[src/rtl/ssfs_pkg.sv]
package ssfs_pkg;
  // ************************************************************
  // What this block does
  // - Device is slave only; host supplies clock.
  // - Host frames each transfer with select low.
  // - Data output released while select is high.
  // - Frames shift most significant bit first.
  // - Receivers sample data on rising clock edge.
  // - Transmitters change data on falling clock edge.
  // - Serial clock never exceeds 8 MHz.
  // - Every frame holds exactly 32 clock cycles.
  // - Clock idles low around both select edges.
  // - Hard init held low at least 10 ms.
  // - Answer to a command comes next frame.
  // - Internal registers update at select rising edge; the sync sample snapshot loads at the falling edge.
  // - Samples refresh at 8000 per second.
  // - Data read command carries 101 in 15:13.
  // - Selector code sits in command bits 11:8.
  // - Answer bits 31:16 carry signed sample.
  // - Selector picks axis, temperature or fixed word.
  // - Bits 15:14 read 10 normally, 01 alarmed.
  // - Sync bit set captures all data next frame.
  // - Two-bit keep-alive count increments each read.
  // - Low four bits carry CRC, init 0xA.
  // ************************************************************

  // ************************************************************
  // Timing
  // ************************************************************
  localparam int unsigned CORE_HZ = 125_000_000;
  localparam int unsigned SCLK_MAX_HZ = 8_000_000;
  localparam int unsigned SCLK_HALF_CYC =
    (CORE_HZ + 2 * SCLK_MAX_HZ - 1) / (2 * SCLK_MAX_HZ);
  localparam int unsigned DIV_W = 5;
  localparam int unsigned ODR_HZ = 8000;
  localparam int unsigned ODR_CYC = CORE_HZ / ODR_HZ;
  localparam int unsigned ODR_W = 14;
  localparam int unsigned INIT_MS = 10;
  localparam int unsigned INIT_CYC = (CORE_HZ / 1000) * INIT_MS;
  localparam int unsigned INIT_W = 21;

  // ************************************************************
  // Frame layout
  // ************************************************************
  localparam int unsigned FRAME_BITS = 32;
  localparam int unsigned CNT_W = 6;
  localparam int unsigned DW = 16;
  localparam int unsigned NSRC = 8;
  localparam int unsigned MODE_HI = 15;
  localparam int unsigned MODE_LO = 13;
  localparam logic [2:0] MODE_DATA = 3'h5;
  localparam int unsigned SEL_HI = 11;
  localparam int unsigned SEL_LO = 8;
  localparam int unsigned SYNC_POS = 7;
  localparam logic [1:0] RSP_B13_12 = 2'h2;
  localparam logic [1:0] FLAG_OK = 2'h2;
  localparam logic [1:0] FLAG_ALARM = 2'h1;
  localparam logic [3:0] CRC_INIT = 4'ha;
  localparam logic [3:0] CRC_POLY = 4'h1;
  localparam logic [3:0] SEL_TEMP1 = 4'hc;
  localparam logic [3:0] SEL_TEMP2 = 4'hd;
  localparam logic [3:0] SEL_TDIFF = 4'he;
  localparam logic [3:0] SEL_FIXED = 4'hf;
  localparam logic [2:0] SRC_TEMP1 = 3'h6;
  localparam logic [2:0] SRC_TEMP2 = 3'h7;
  localparam logic [15:0] FIXED_WORD = 16'haa55;

  // ************************************************************
  // Host register map (word index) and fields
  // ************************************************************
  localparam logic [1:0] REG_CMD = 2'h0;
  localparam logic [1:0] REG_STAT = 2'h1;
  localparam logic [1:0] REG_RESP = 2'h2;
  localparam logic [1:0] REG_INIT = 2'h3;
  localparam int unsigned CMD_SYNC = 4;
  localparam int unsigned ST_BUSY = 0;
  localparam int unsigned ST_INIT = 1;
  localparam int unsigned ST_CRC_OK = 2;

  // Check code over the upper 28 bits, shifted in MSB first.
  function automatic logic [3:0] ssfs_crc4(input logic [27:0] d);
    logic [3:0] c;
    c = CRC_INIT;
    for (int i = 27; i >= 0; i--) begin
      c = {c[2:0], 1'b0} ^ ({4{c[3] ^ d[i]}} & CRC_POLY);
    end
    return c;
  endfunction
endpackage

[src/rtl/ssfs_if.sv]
`timescale 1ns/1ns
interface ssfs_if;
  logic sclk;
  logic select_low;
  logic mosi;
  logic miso;
  logic miso_oe;
  logic hard_init_low;
  modport dev (
    input sclk,
    input select_low,
    input mosi,
    input hard_init_low,
    output miso,
    output miso_oe
  );
  modport host (
    output sclk,
    output select_low,
    output mosi,
    output hard_init_low,
    input miso
  );
endinterface

[src/rtl/ssfs_host.sv]
`timescale 1ns/1ns
module ssfs_host #(
  parameter int unsigned INIT_HOLD = ssfs_pkg::INIT_CYC
) (
  input wire logic core_clk,
  input wire logic rst,
  ssfs_if.host link,
  input wire logic [1:0] avs_address,
  input wire logic avs_read,
  input wire logic avs_write,
  input wire logic [31:0] avs_writedata,
  output logic [31:0] avs_readdata,
  output logic avs_waitrequest
);
  import ssfs_pkg::*;

  typedef enum logic [2:0] {
    HS_IDLE = 3'b000,
    HS_LEAD = 3'b001,
    HS_RUN = 3'b010,
    HS_TAIL = 3'b011,
    HS_GAP = 3'b100
  } ssfs_hst_t;

  typedef struct packed {
    logic miso1;
    logic miso2;
    ssfs_hst_t hs;
    logic [DIV_W-1:0] div;
    logic sclk;
    logic select_low;
    logic busy;
    logic [3:0] sel;
    logic sync;
    logic [FRAME_BITS-1:0] resp;
    logic crc_ok;
    logic [INIT_W-1:0] init_cnt;
    logic init_low;
    logic waitreq;
    logic [31:0] rdata;
  } ssfs_host_st_t;

  localparam ssfs_host_st_t ST_RST = '{
    hs: HS_IDLE,
    select_low: 1'b1,
    init_cnt: INIT_W'(INIT_HOLD),
    waitreq: 1'b1,
    default: '0
  };

  ssfs_host_st_t st_ff;
  ssfs_host_st_t nxt_st;

  logic half_done;
  logic rise_p;
  logic fall_p;
  logic cmd_wr;
  logic can_go;
  logic accept;
  logic start;
  logic [FRAME_BITS-1:0] cmd_word;
  logic sh_dout;
  logic [FRAME_BITS-1:0] sh_rx;
  logic [CNT_W-1:0] sh_cnt;

  // Half period rounds up, so the clock stays at or below 8 MHz.
  assign half_done = st_ff.div == DIV_W'(SCLK_HALF_CYC - 1);
  assign rise_p = st_ff.hs == HS_RUN && half_done && !st_ff.sclk;
  assign fall_p = st_ff.hs == HS_RUN && half_done && st_ff.sclk;
  assign cmd_wr = avs_write && avs_address == REG_CMD;
  assign can_go = st_ff.hs == HS_IDLE && st_ff.init_low;
  // A command write waits while a frame or hard init is running.
  assign accept = (avs_read || avs_write) && st_ff.waitreq
    && (!cmd_wr || can_go);
  assign start = accept && cmd_wr;

  always_comb begin
    cmd_word = '0;
    cmd_word[MODE_HI:MODE_LO] = MODE_DATA;
    cmd_word[SEL_HI:SEL_LO] = avs_writedata[3:0];
    cmd_word[SYNC_POS] = avs_writedata[CMD_SYNC];
    cmd_word[3:0] = ssfs_crc4(cmd_word[FRAME_BITS-1:4]);
  end

  ssfs_shreg u_shreg (
    .core_clk(core_clk),
    .rst(rst),
    .load(start),
    .load_word(cmd_word),
    .rise(rise_p),
    .fall(fall_p),
    .din(st_ff.miso2),
    .dout(sh_dout),
    .rx_word(sh_rx),
    .bit_count(sh_cnt)
  );

  always_comb begin
    nxt_st = st_ff;
    nxt_st.miso1 = link.miso;
    nxt_st.miso2 = st_ff.miso1;
    nxt_st.div = st_ff.div + 1'b1;
    unique case (st_ff.hs)
      HS_IDLE: begin
        nxt_st.div = '0;
        if (start) begin
          nxt_st.hs = HS_LEAD;
          nxt_st.select_low = 1'b0;
          nxt_st.busy = 1'b1;
          nxt_st.sel = avs_writedata[3:0];
          nxt_st.sync = avs_writedata[CMD_SYNC];
        end
      end
      HS_LEAD: begin
        // Two quiet halves let the slave load its first bit.
        if (st_ff.div == DIV_W'(2 * SCLK_HALF_CYC - 1)) begin
          nxt_st.hs = HS_RUN;
          nxt_st.div = '0;
        end
      end
      HS_RUN: begin
        if (half_done) begin
          nxt_st.div = '0;
          nxt_st.sclk = !st_ff.sclk;
          if (fall_p && sh_cnt == CNT_W'(FRAME_BITS)) begin
            nxt_st.hs = HS_TAIL;
          end
        end
      end
      HS_TAIL: begin
        if (half_done) begin
          nxt_st.hs = HS_GAP;
          nxt_st.div = '0;
          nxt_st.select_low = 1'b1;
          nxt_st.resp = sh_rx;
          nxt_st.crc_ok = sh_rx[3:0]
            == ssfs_crc4(sh_rx[FRAME_BITS-1:4]);
        end
      end
      HS_GAP: begin
        if (half_done) begin
          nxt_st.hs = HS_IDLE;
          nxt_st.busy = 1'b0;
        end
      end
      default: begin
        nxt_st.hs = HS_IDLE;
      end
    endcase

    if (st_ff.init_cnt != '0) begin
      nxt_st.init_cnt = st_ff.init_cnt - 1'b1;
    end
    nxt_st.init_low = st_ff.init_cnt == '0;

    nxt_st.waitreq = 1'b1;
    if (accept) begin
      nxt_st.waitreq = 1'b0;
      nxt_st.rdata = '0;
      if (avs_read) begin
        unique case (avs_address)
          REG_CMD: nxt_st.rdata = {27'h0, st_ff.sync, st_ff.sel};
          REG_STAT: nxt_st.rdata = {29'h0, st_ff.crc_ok,
            !st_ff.init_low, st_ff.busy};
          REG_RESP: nxt_st.rdata = st_ff.resp;
          REG_INIT: nxt_st.rdata = '0;
        endcase
      end
      if (avs_write && avs_address == REG_INIT) begin
        nxt_st.init_cnt = INIT_W'(INIT_HOLD);
        nxt_st.init_low = 1'b0;
      end
    end
  end

  always_ff @(posedge core_clk or posedge rst) begin
    if (rst) begin
      st_ff <= ST_RST;
    end else begin
      st_ff <= nxt_st;
    end
  end

  assign link.sclk = st_ff.sclk;
  assign link.select_low = st_ff.select_low;
  assign link.mosi = sh_dout;
  assign link.hard_init_low = st_ff.init_low;
  assign avs_readdata = st_ff.rdata;
  assign avs_waitrequest = st_ff.waitreq;
endmodule // ssfs_host

[src/rtl/ssfs_shreg.sv]
`timescale 1ns/1ns
module ssfs_shreg (
  input wire logic core_clk,
  input wire logic rst,
  input wire logic load,
  input wire logic [ssfs_pkg::FRAME_BITS-1:0] load_word,
  input wire logic rise,
  input wire logic fall,
  input wire logic din,
  output logic dout,
  output logic [ssfs_pkg::FRAME_BITS-1:0] rx_word,
  output logic [ssfs_pkg::CNT_W-1:0] bit_count
);
  import ssfs_pkg::*;

  typedef struct packed {
    logic [FRAME_BITS-1:0] tx;
    logic [FRAME_BITS-1:0] rx;
    logic [CNT_W-1:0] cnt;
  } ssfs_sh_st_t;

  ssfs_sh_st_t st_ff;
  ssfs_sh_st_t nxt_st;

  always_comb begin
    nxt_st = st_ff;
    if (load) begin
      nxt_st.tx = load_word;
      nxt_st.rx = '0;
      nxt_st.cnt = '0;
    end else begin
      if (rise) begin
        nxt_st.rx = {st_ff.rx[FRAME_BITS-2:0], din};
        // Saturates so an overlong frame never looks like a good one.
        if (st_ff.cnt != '1) begin
          nxt_st.cnt = st_ff.cnt + 1'b1;
        end
      end
      if (fall) begin
        nxt_st.tx = {st_ff.tx[FRAME_BITS-2:0], 1'b0};
      end
    end
  end

  always_ff @(posedge core_clk or posedge rst) begin
    if (rst) begin
      st_ff <= '0;
    end else begin
      st_ff <= nxt_st;
    end
  end

  assign dout = st_ff.tx[FRAME_BITS-1];
  assign rx_word = st_ff.rx;
  assign bit_count = st_ff.cnt;
endmodule // ssfs_shreg
[src/flat_wrapper.sv]
// flat-port wrapper written by rule: the top's interface ports become plain ports
module ssfs_host_flat import ssfs_pkg::*;
#(
  parameter int unsigned INIT_HOLD = ssfs_pkg::INIT_CYC
)
  (core_clk, rst, avs_address, avs_read, avs_write, avs_writedata, avs_readdata, avs_waitrequest, link_sclk, link_select_low, link_mosi, link_hard_init_low, link_miso);
  ssfs_if link_i ();
  input wire logic core_clk;
  input wire logic rst;
  input wire logic [1:0] avs_address;
  input wire logic avs_read;
  input wire logic avs_write;
  input wire logic [31:0] avs_writedata;
  output logic [31:0] avs_readdata;
  output logic avs_waitrequest;
  output wire logic [$bits(link_i.sclk)-1:0] link_sclk;
  output wire logic [$bits(link_i.select_low)-1:0] link_select_low;
  output wire logic [$bits(link_i.mosi)-1:0] link_mosi;
  output wire logic [$bits(link_i.hard_init_low)-1:0] link_hard_init_low;
  input wire logic [$bits(link_i.miso)-1:0] link_miso;
  assign link_sclk = link_i.sclk;
  assign link_select_low = link_i.select_low;
  assign link_mosi = link_i.mosi;
  assign link_hard_init_low = link_i.hard_init_low;
  assign link_i.miso = link_miso;
  ssfs_host #(.INIT_HOLD(INIT_HOLD)) u_core (.core_clk(core_clk), .rst(rst), .link(link_i), .avs_address(avs_address), .avs_read(avs_read), .avs_write(avs_write), .avs_writedata(avs_writedata), .avs_readdata(avs_readdata), .avs_waitrequest(avs_waitrequest));
endmodule
[config.mk]
export PLATFORM = sky130hd
export DESIGN_NAME = ssfs_host_flat
export DESIGN_NICKNAME = d
export VERILOG_FILES = /design/src/rtl/ssfs_pkg.sv /design/src/rtl/ssfs_if.sv /design/src/rtl/ssfs_host.sv /design/src/rtl/ssfs_shreg.sv /design/src/flat_wrapper.sv
export SDC_FILE = /design/constraint.sdc
export NUM_CORES = 1
export LEC_CHECK = 0
export BUFFER_PORTS_ARGS = -buffer_cell sky130_fd_sc_hd__clkbuf_2
export CAP_MARGIN = 20
export CORE_ASPECT_RATIO = 1.4
export CORE_MARGIN = 2
export CORE_UTILIZATION = 59
export CTS_CLUSTER_DIAMETER = 80
export DETAILED_ROUTE_END_ITERATION = 6
export PLACE_DENSITY = 0.79
export SETUP_SLACK_MARGIN = 0.4
export SYNTH_ARGS = -nofsm -noshare
export SYNTH_HDL_FRONTEND = slang
export SYNTH_SLANG_ARGS = --single-unit
[constraint.sdc]
create_clock -name core_clk -period 7.68 [get_ports core_clk]
set_clock_uncertainty 0.1 [all_clocks]
set_input_delay 1.536 -clock core_clk [delete_from_list [all_inputs] [get_ports core_clk]]
set_output_delay 1.536 -clock core_clk [all_outputs]
set_load 0.02 [all_outputs]
==> summary.txt <==
Clock tree
  – TritonCTS sink count: between 150 and 200
  – Number of H-tree levels: 4
  – Post-CTS setup buffer count: 0
  – # resized after CTS: 0
  – CTS Root Cell: clkbuf_16
  – Clock transition at the registers of the reported paths: approximately 0.060 ns
  – CTS tree: built
  – Worst skew pair latency: 0.42 ns
  – Hold buffers post-CTS: 0
  – CTS Buf Count: 17
  – Longest Clk Path Bufs: 2

Synthesis
  – Synth Instances: 807
  – Top cells by area, synth: dfrtp_1 (52%), nand2_1 (10%), mux2_2 (4.5%)
  – Yosys reg bits: approximately 180
  – Area of the mapped netlist: between 7000 and 8000 µm²
  – Sequential-to-total area share from yosys stat: 55.7%
  – Post-synth top area cell: dfrtp_1
  – Post-synth net total: 853
  – Avg Synthesized Cell Area: 9.83 µm²
  – Post-synth cell types: 49
  – Yosys warnings: 0
  – Top-area cell type share of the netlist area: between 50% and 60%

Timing
  – Final setup fails: 0
  – Worst-margin pin slew: 0.806 ns
  – Fin crit period: 3.08 ns
  – Setup WS post-layout: 4.60 ns
  – F_max: roughly 0.32 GHz
  – Period utilization: 40.2%
  – Setup TNS: 0 ns
  – Fin. Hold Viols: 0
  – Final Slew Violations: 0
  – Rel. slew slack: approximately 46%
  – Hold Slack: around 0.26 ns
  – RSZ-0062 raised after global routing: no

Status
  – Status: complete, no violations

Placement
  – Worst slack, placed: 4.20 ns
  – RD Place Congestion: about 0.81
  – Dpl cell area: 8090 µm²
  – Dpl cells: 972
  – Port bufs: 48
  – Post-DP HPWL: 9950 µm

Floorplanning
  – Die H: 141 µm
  – Placement Rows: 50
  – Starting Density: 59.8%
  – Die area: roughly 14000 µm²
  – Die X: about 100 µm
  – IO Count: 76
  – Core Area: ~13000 µm²

GRT
  – Largest net degree at the start of global routing: 90
  – GRT Total Usage: 23.3%
  – Vias in the first global route: 5662
  – First-pass GRT wire length: 26900 µm
  – Initial antenna violation count: 0
  – Total gr overflow: 0

Detailed routing
  – Drt pass-1 iters: 5
  – Drt via density: 5.63
  – Via count: 5660
  – DRT Wirelength: 15800 µm
  – Post-route DRC: 0
  – Final antenna-violating net count: 0
  – DRT iter0 DRCs: approximately 310
  – Wirelength per Cell: 15.8 µm

Power and ir drop
  – Power Total: 2.05 mW
  – P_leak: 4.05 nW
  – Max IR drop VDD: 0.138 mV
  – Cell Pwr Density: 233 nW/µm²

Worst setup path
  – Critical Path End Type: flop
  – Crit. path cell count: 7
  – Crit Path Class: in -> reg
  – Worst setup SP type: input pin
  – Crit-path slowest cell: or4_1
  – R2r endpoint: u_core.u_shreg.st_ff[39]
  – Worst path buffer plus inverter count: 2
  – Critical Path Max Stage Delay: 0.53 ns
  – CP Cell Sequence: clkbuf_2, nand2b_1, nor2_1, and3_2, buf_12, or4_1, nand2_1
  – Reg2reg setup slack: about 5.0 ns
  – Reg2reg path depth: 4
  – Setup crit start: avs_address[1]
  – Required @ worst endpoint: ~8 ns
  – Worst Path Max Fanout: 38
  – FF-to-FF Start: u_core.st_ff[101]
  – Crit path DAT: approximately 3.3 ns
  – CP endpoint: u_core.u_shreg.bit_count[4]
  – CP top delay family: simple AND/OR/NAND/NOR gates

Cells and area
  – Nets: 857
  – Final Cell Area: between 8000 and 9000 µm²
  – Layout cells sized above 1: roughly 17%
  – Fin cells: 1006
  – Util after Layout: 66.3%
  – Antenna Diode Count: 0
  – P&R area growth vs syn: 10.9%

Min path
  – Type of the worst min-delay path: reg -> reg
  – Worst Hold Depth: 0

Run
  – Max Cap Violations: 0
-- flip-flops by register name (all words and copies together) (netlist names) --
register	cells
u_core.avs_readdata	32
u_core.avs_waitrequest	1
u_core.link.hard_init_low	1
u_core.link.sclk	1
u_core.link.select_low	1
u_core.nxt_st	1
u_core.st_ff	69
u_core.u_shreg.bit_count	6
u_core.u_shreg.dout	1
u_core.u_shreg.rx_word	32
u_core.u_shreg.st_ff	31
-- synth_stat cells, drive strengths merged --
cell / count
nor4b: 1
ha: 7
and3: 3
a21oi: 64
xnor2: 37
or4: 3
nor3: 9
a31oi: 6
or4b: 1
nor4: 8
o32ai: 1
o31a: 1
dfrtp: 166
o211ai: 5
or2: 2
and4bb: 1
mux2: 32
xor2: 14
nand4bb: 1
nor2: 37
inv: 15
dfstp: 10
a211o: 1
or3b: 1
nand3: 14
o21ai: 42
o31ai: 1
nand4: 10
nand2: 217
a32o: 1
mux2i: 8
nor2b: 1
nand2b: 1
o21a: 1
o2111ai: 2
or3: 6
nor3b: 1
a211oi: 1
buf: 40
clkbuf: 33
and4: 2
-- final cells by class --
class / instances / area, µm²
repair buffers: 58 / 368
well taps: 182 / 228
clock inverters: 8 / 150
flip-flops and latches: 176 / 4420
inverters: 15 / 61.3
fillers: 1014 / 4470
multi-input cells: 543 / 3070
clock buffers: 24 / 502
-- worst reg2reg max path: stages, from the launching register on --
cell     delay [ns]
dfrtp_1        0.48
nor4b_1        0.72
nand3_1        0.75
nor2_1         0.38
a31oi_1        0.07
-- placed cells by master, fill, tap and decap left out, drive strengths merged, types with 9 or more instances in the layout --
master  count
nor3        9
nand4      10
clkbuf     72
o21ai      42
nor2       37
buf        10
xnor2      37
dfstp      10
xor2       14
nand3      14
mux2       32
a21oi      64
dfrtp     166
nand2     217
inv        15
-- kinds of logic (layout without fill, tap and decap cells) --
| logic type | after synthesis | count (layout) | synth area share (%) |
|---|---|---|---|
| simple gates | 319 | 319 | 17.6 |
| flops | 176 | 176 | 55.7 |
| compound gates | 126 | 126 | 8.68 |
| buf+inv | 88 | 105 | 5.77 |
| xor+xnor | 51 | 51 | 5.63 |
| mux | 40 | 40 | 5.55 |
| fa+ha+maj | 7 | 7 | 1.10 |
-- worst min-delay path by stage --
stage | from | to | slack (ns)
finish | u_core.nxt_st[104] | u_core.st_ff[104] | 0.26
global route | u_core.nxt_st[104] | u_core.st_ff[104] | 0.27
CTS | u_core.nxt_st[104] | u_core.st_ff[104] | 0.26
detailed placement | u_core.nxt_st[104] | u_core.st_ff[104] | 0.24
global placement | u_core.nxt_st[104] | u_core.st_ff[104] | 0.24
floorplan | u_core.nxt_st[104] | u_core.st_ff[104] | 0.23
-- per-layer routing --
layer  global-route usage, %  vias to the layer above  share of wire (%)
met5                       0                        -                  0
met4                    9.26                        0                2.3
met3                    4.12                       35                3.8
met2                    39.5                      146                 53
met1                    29.6                     2816                 41
li1                        -                     2663                  -
-- report_power, final --
part | leakage (nW) | switching (mW) | internal (mW) | total [mW]
Clock | 0.317 | 0.343 | 0.589 | 0.932
Sequential | 2.05 | 0.0276 | 0.957 | 0.985
Combinational | 1.68 | 0.0889 | 0.0442 | 0.133
No activity file was read; power rests on OpenSTA's default activity.
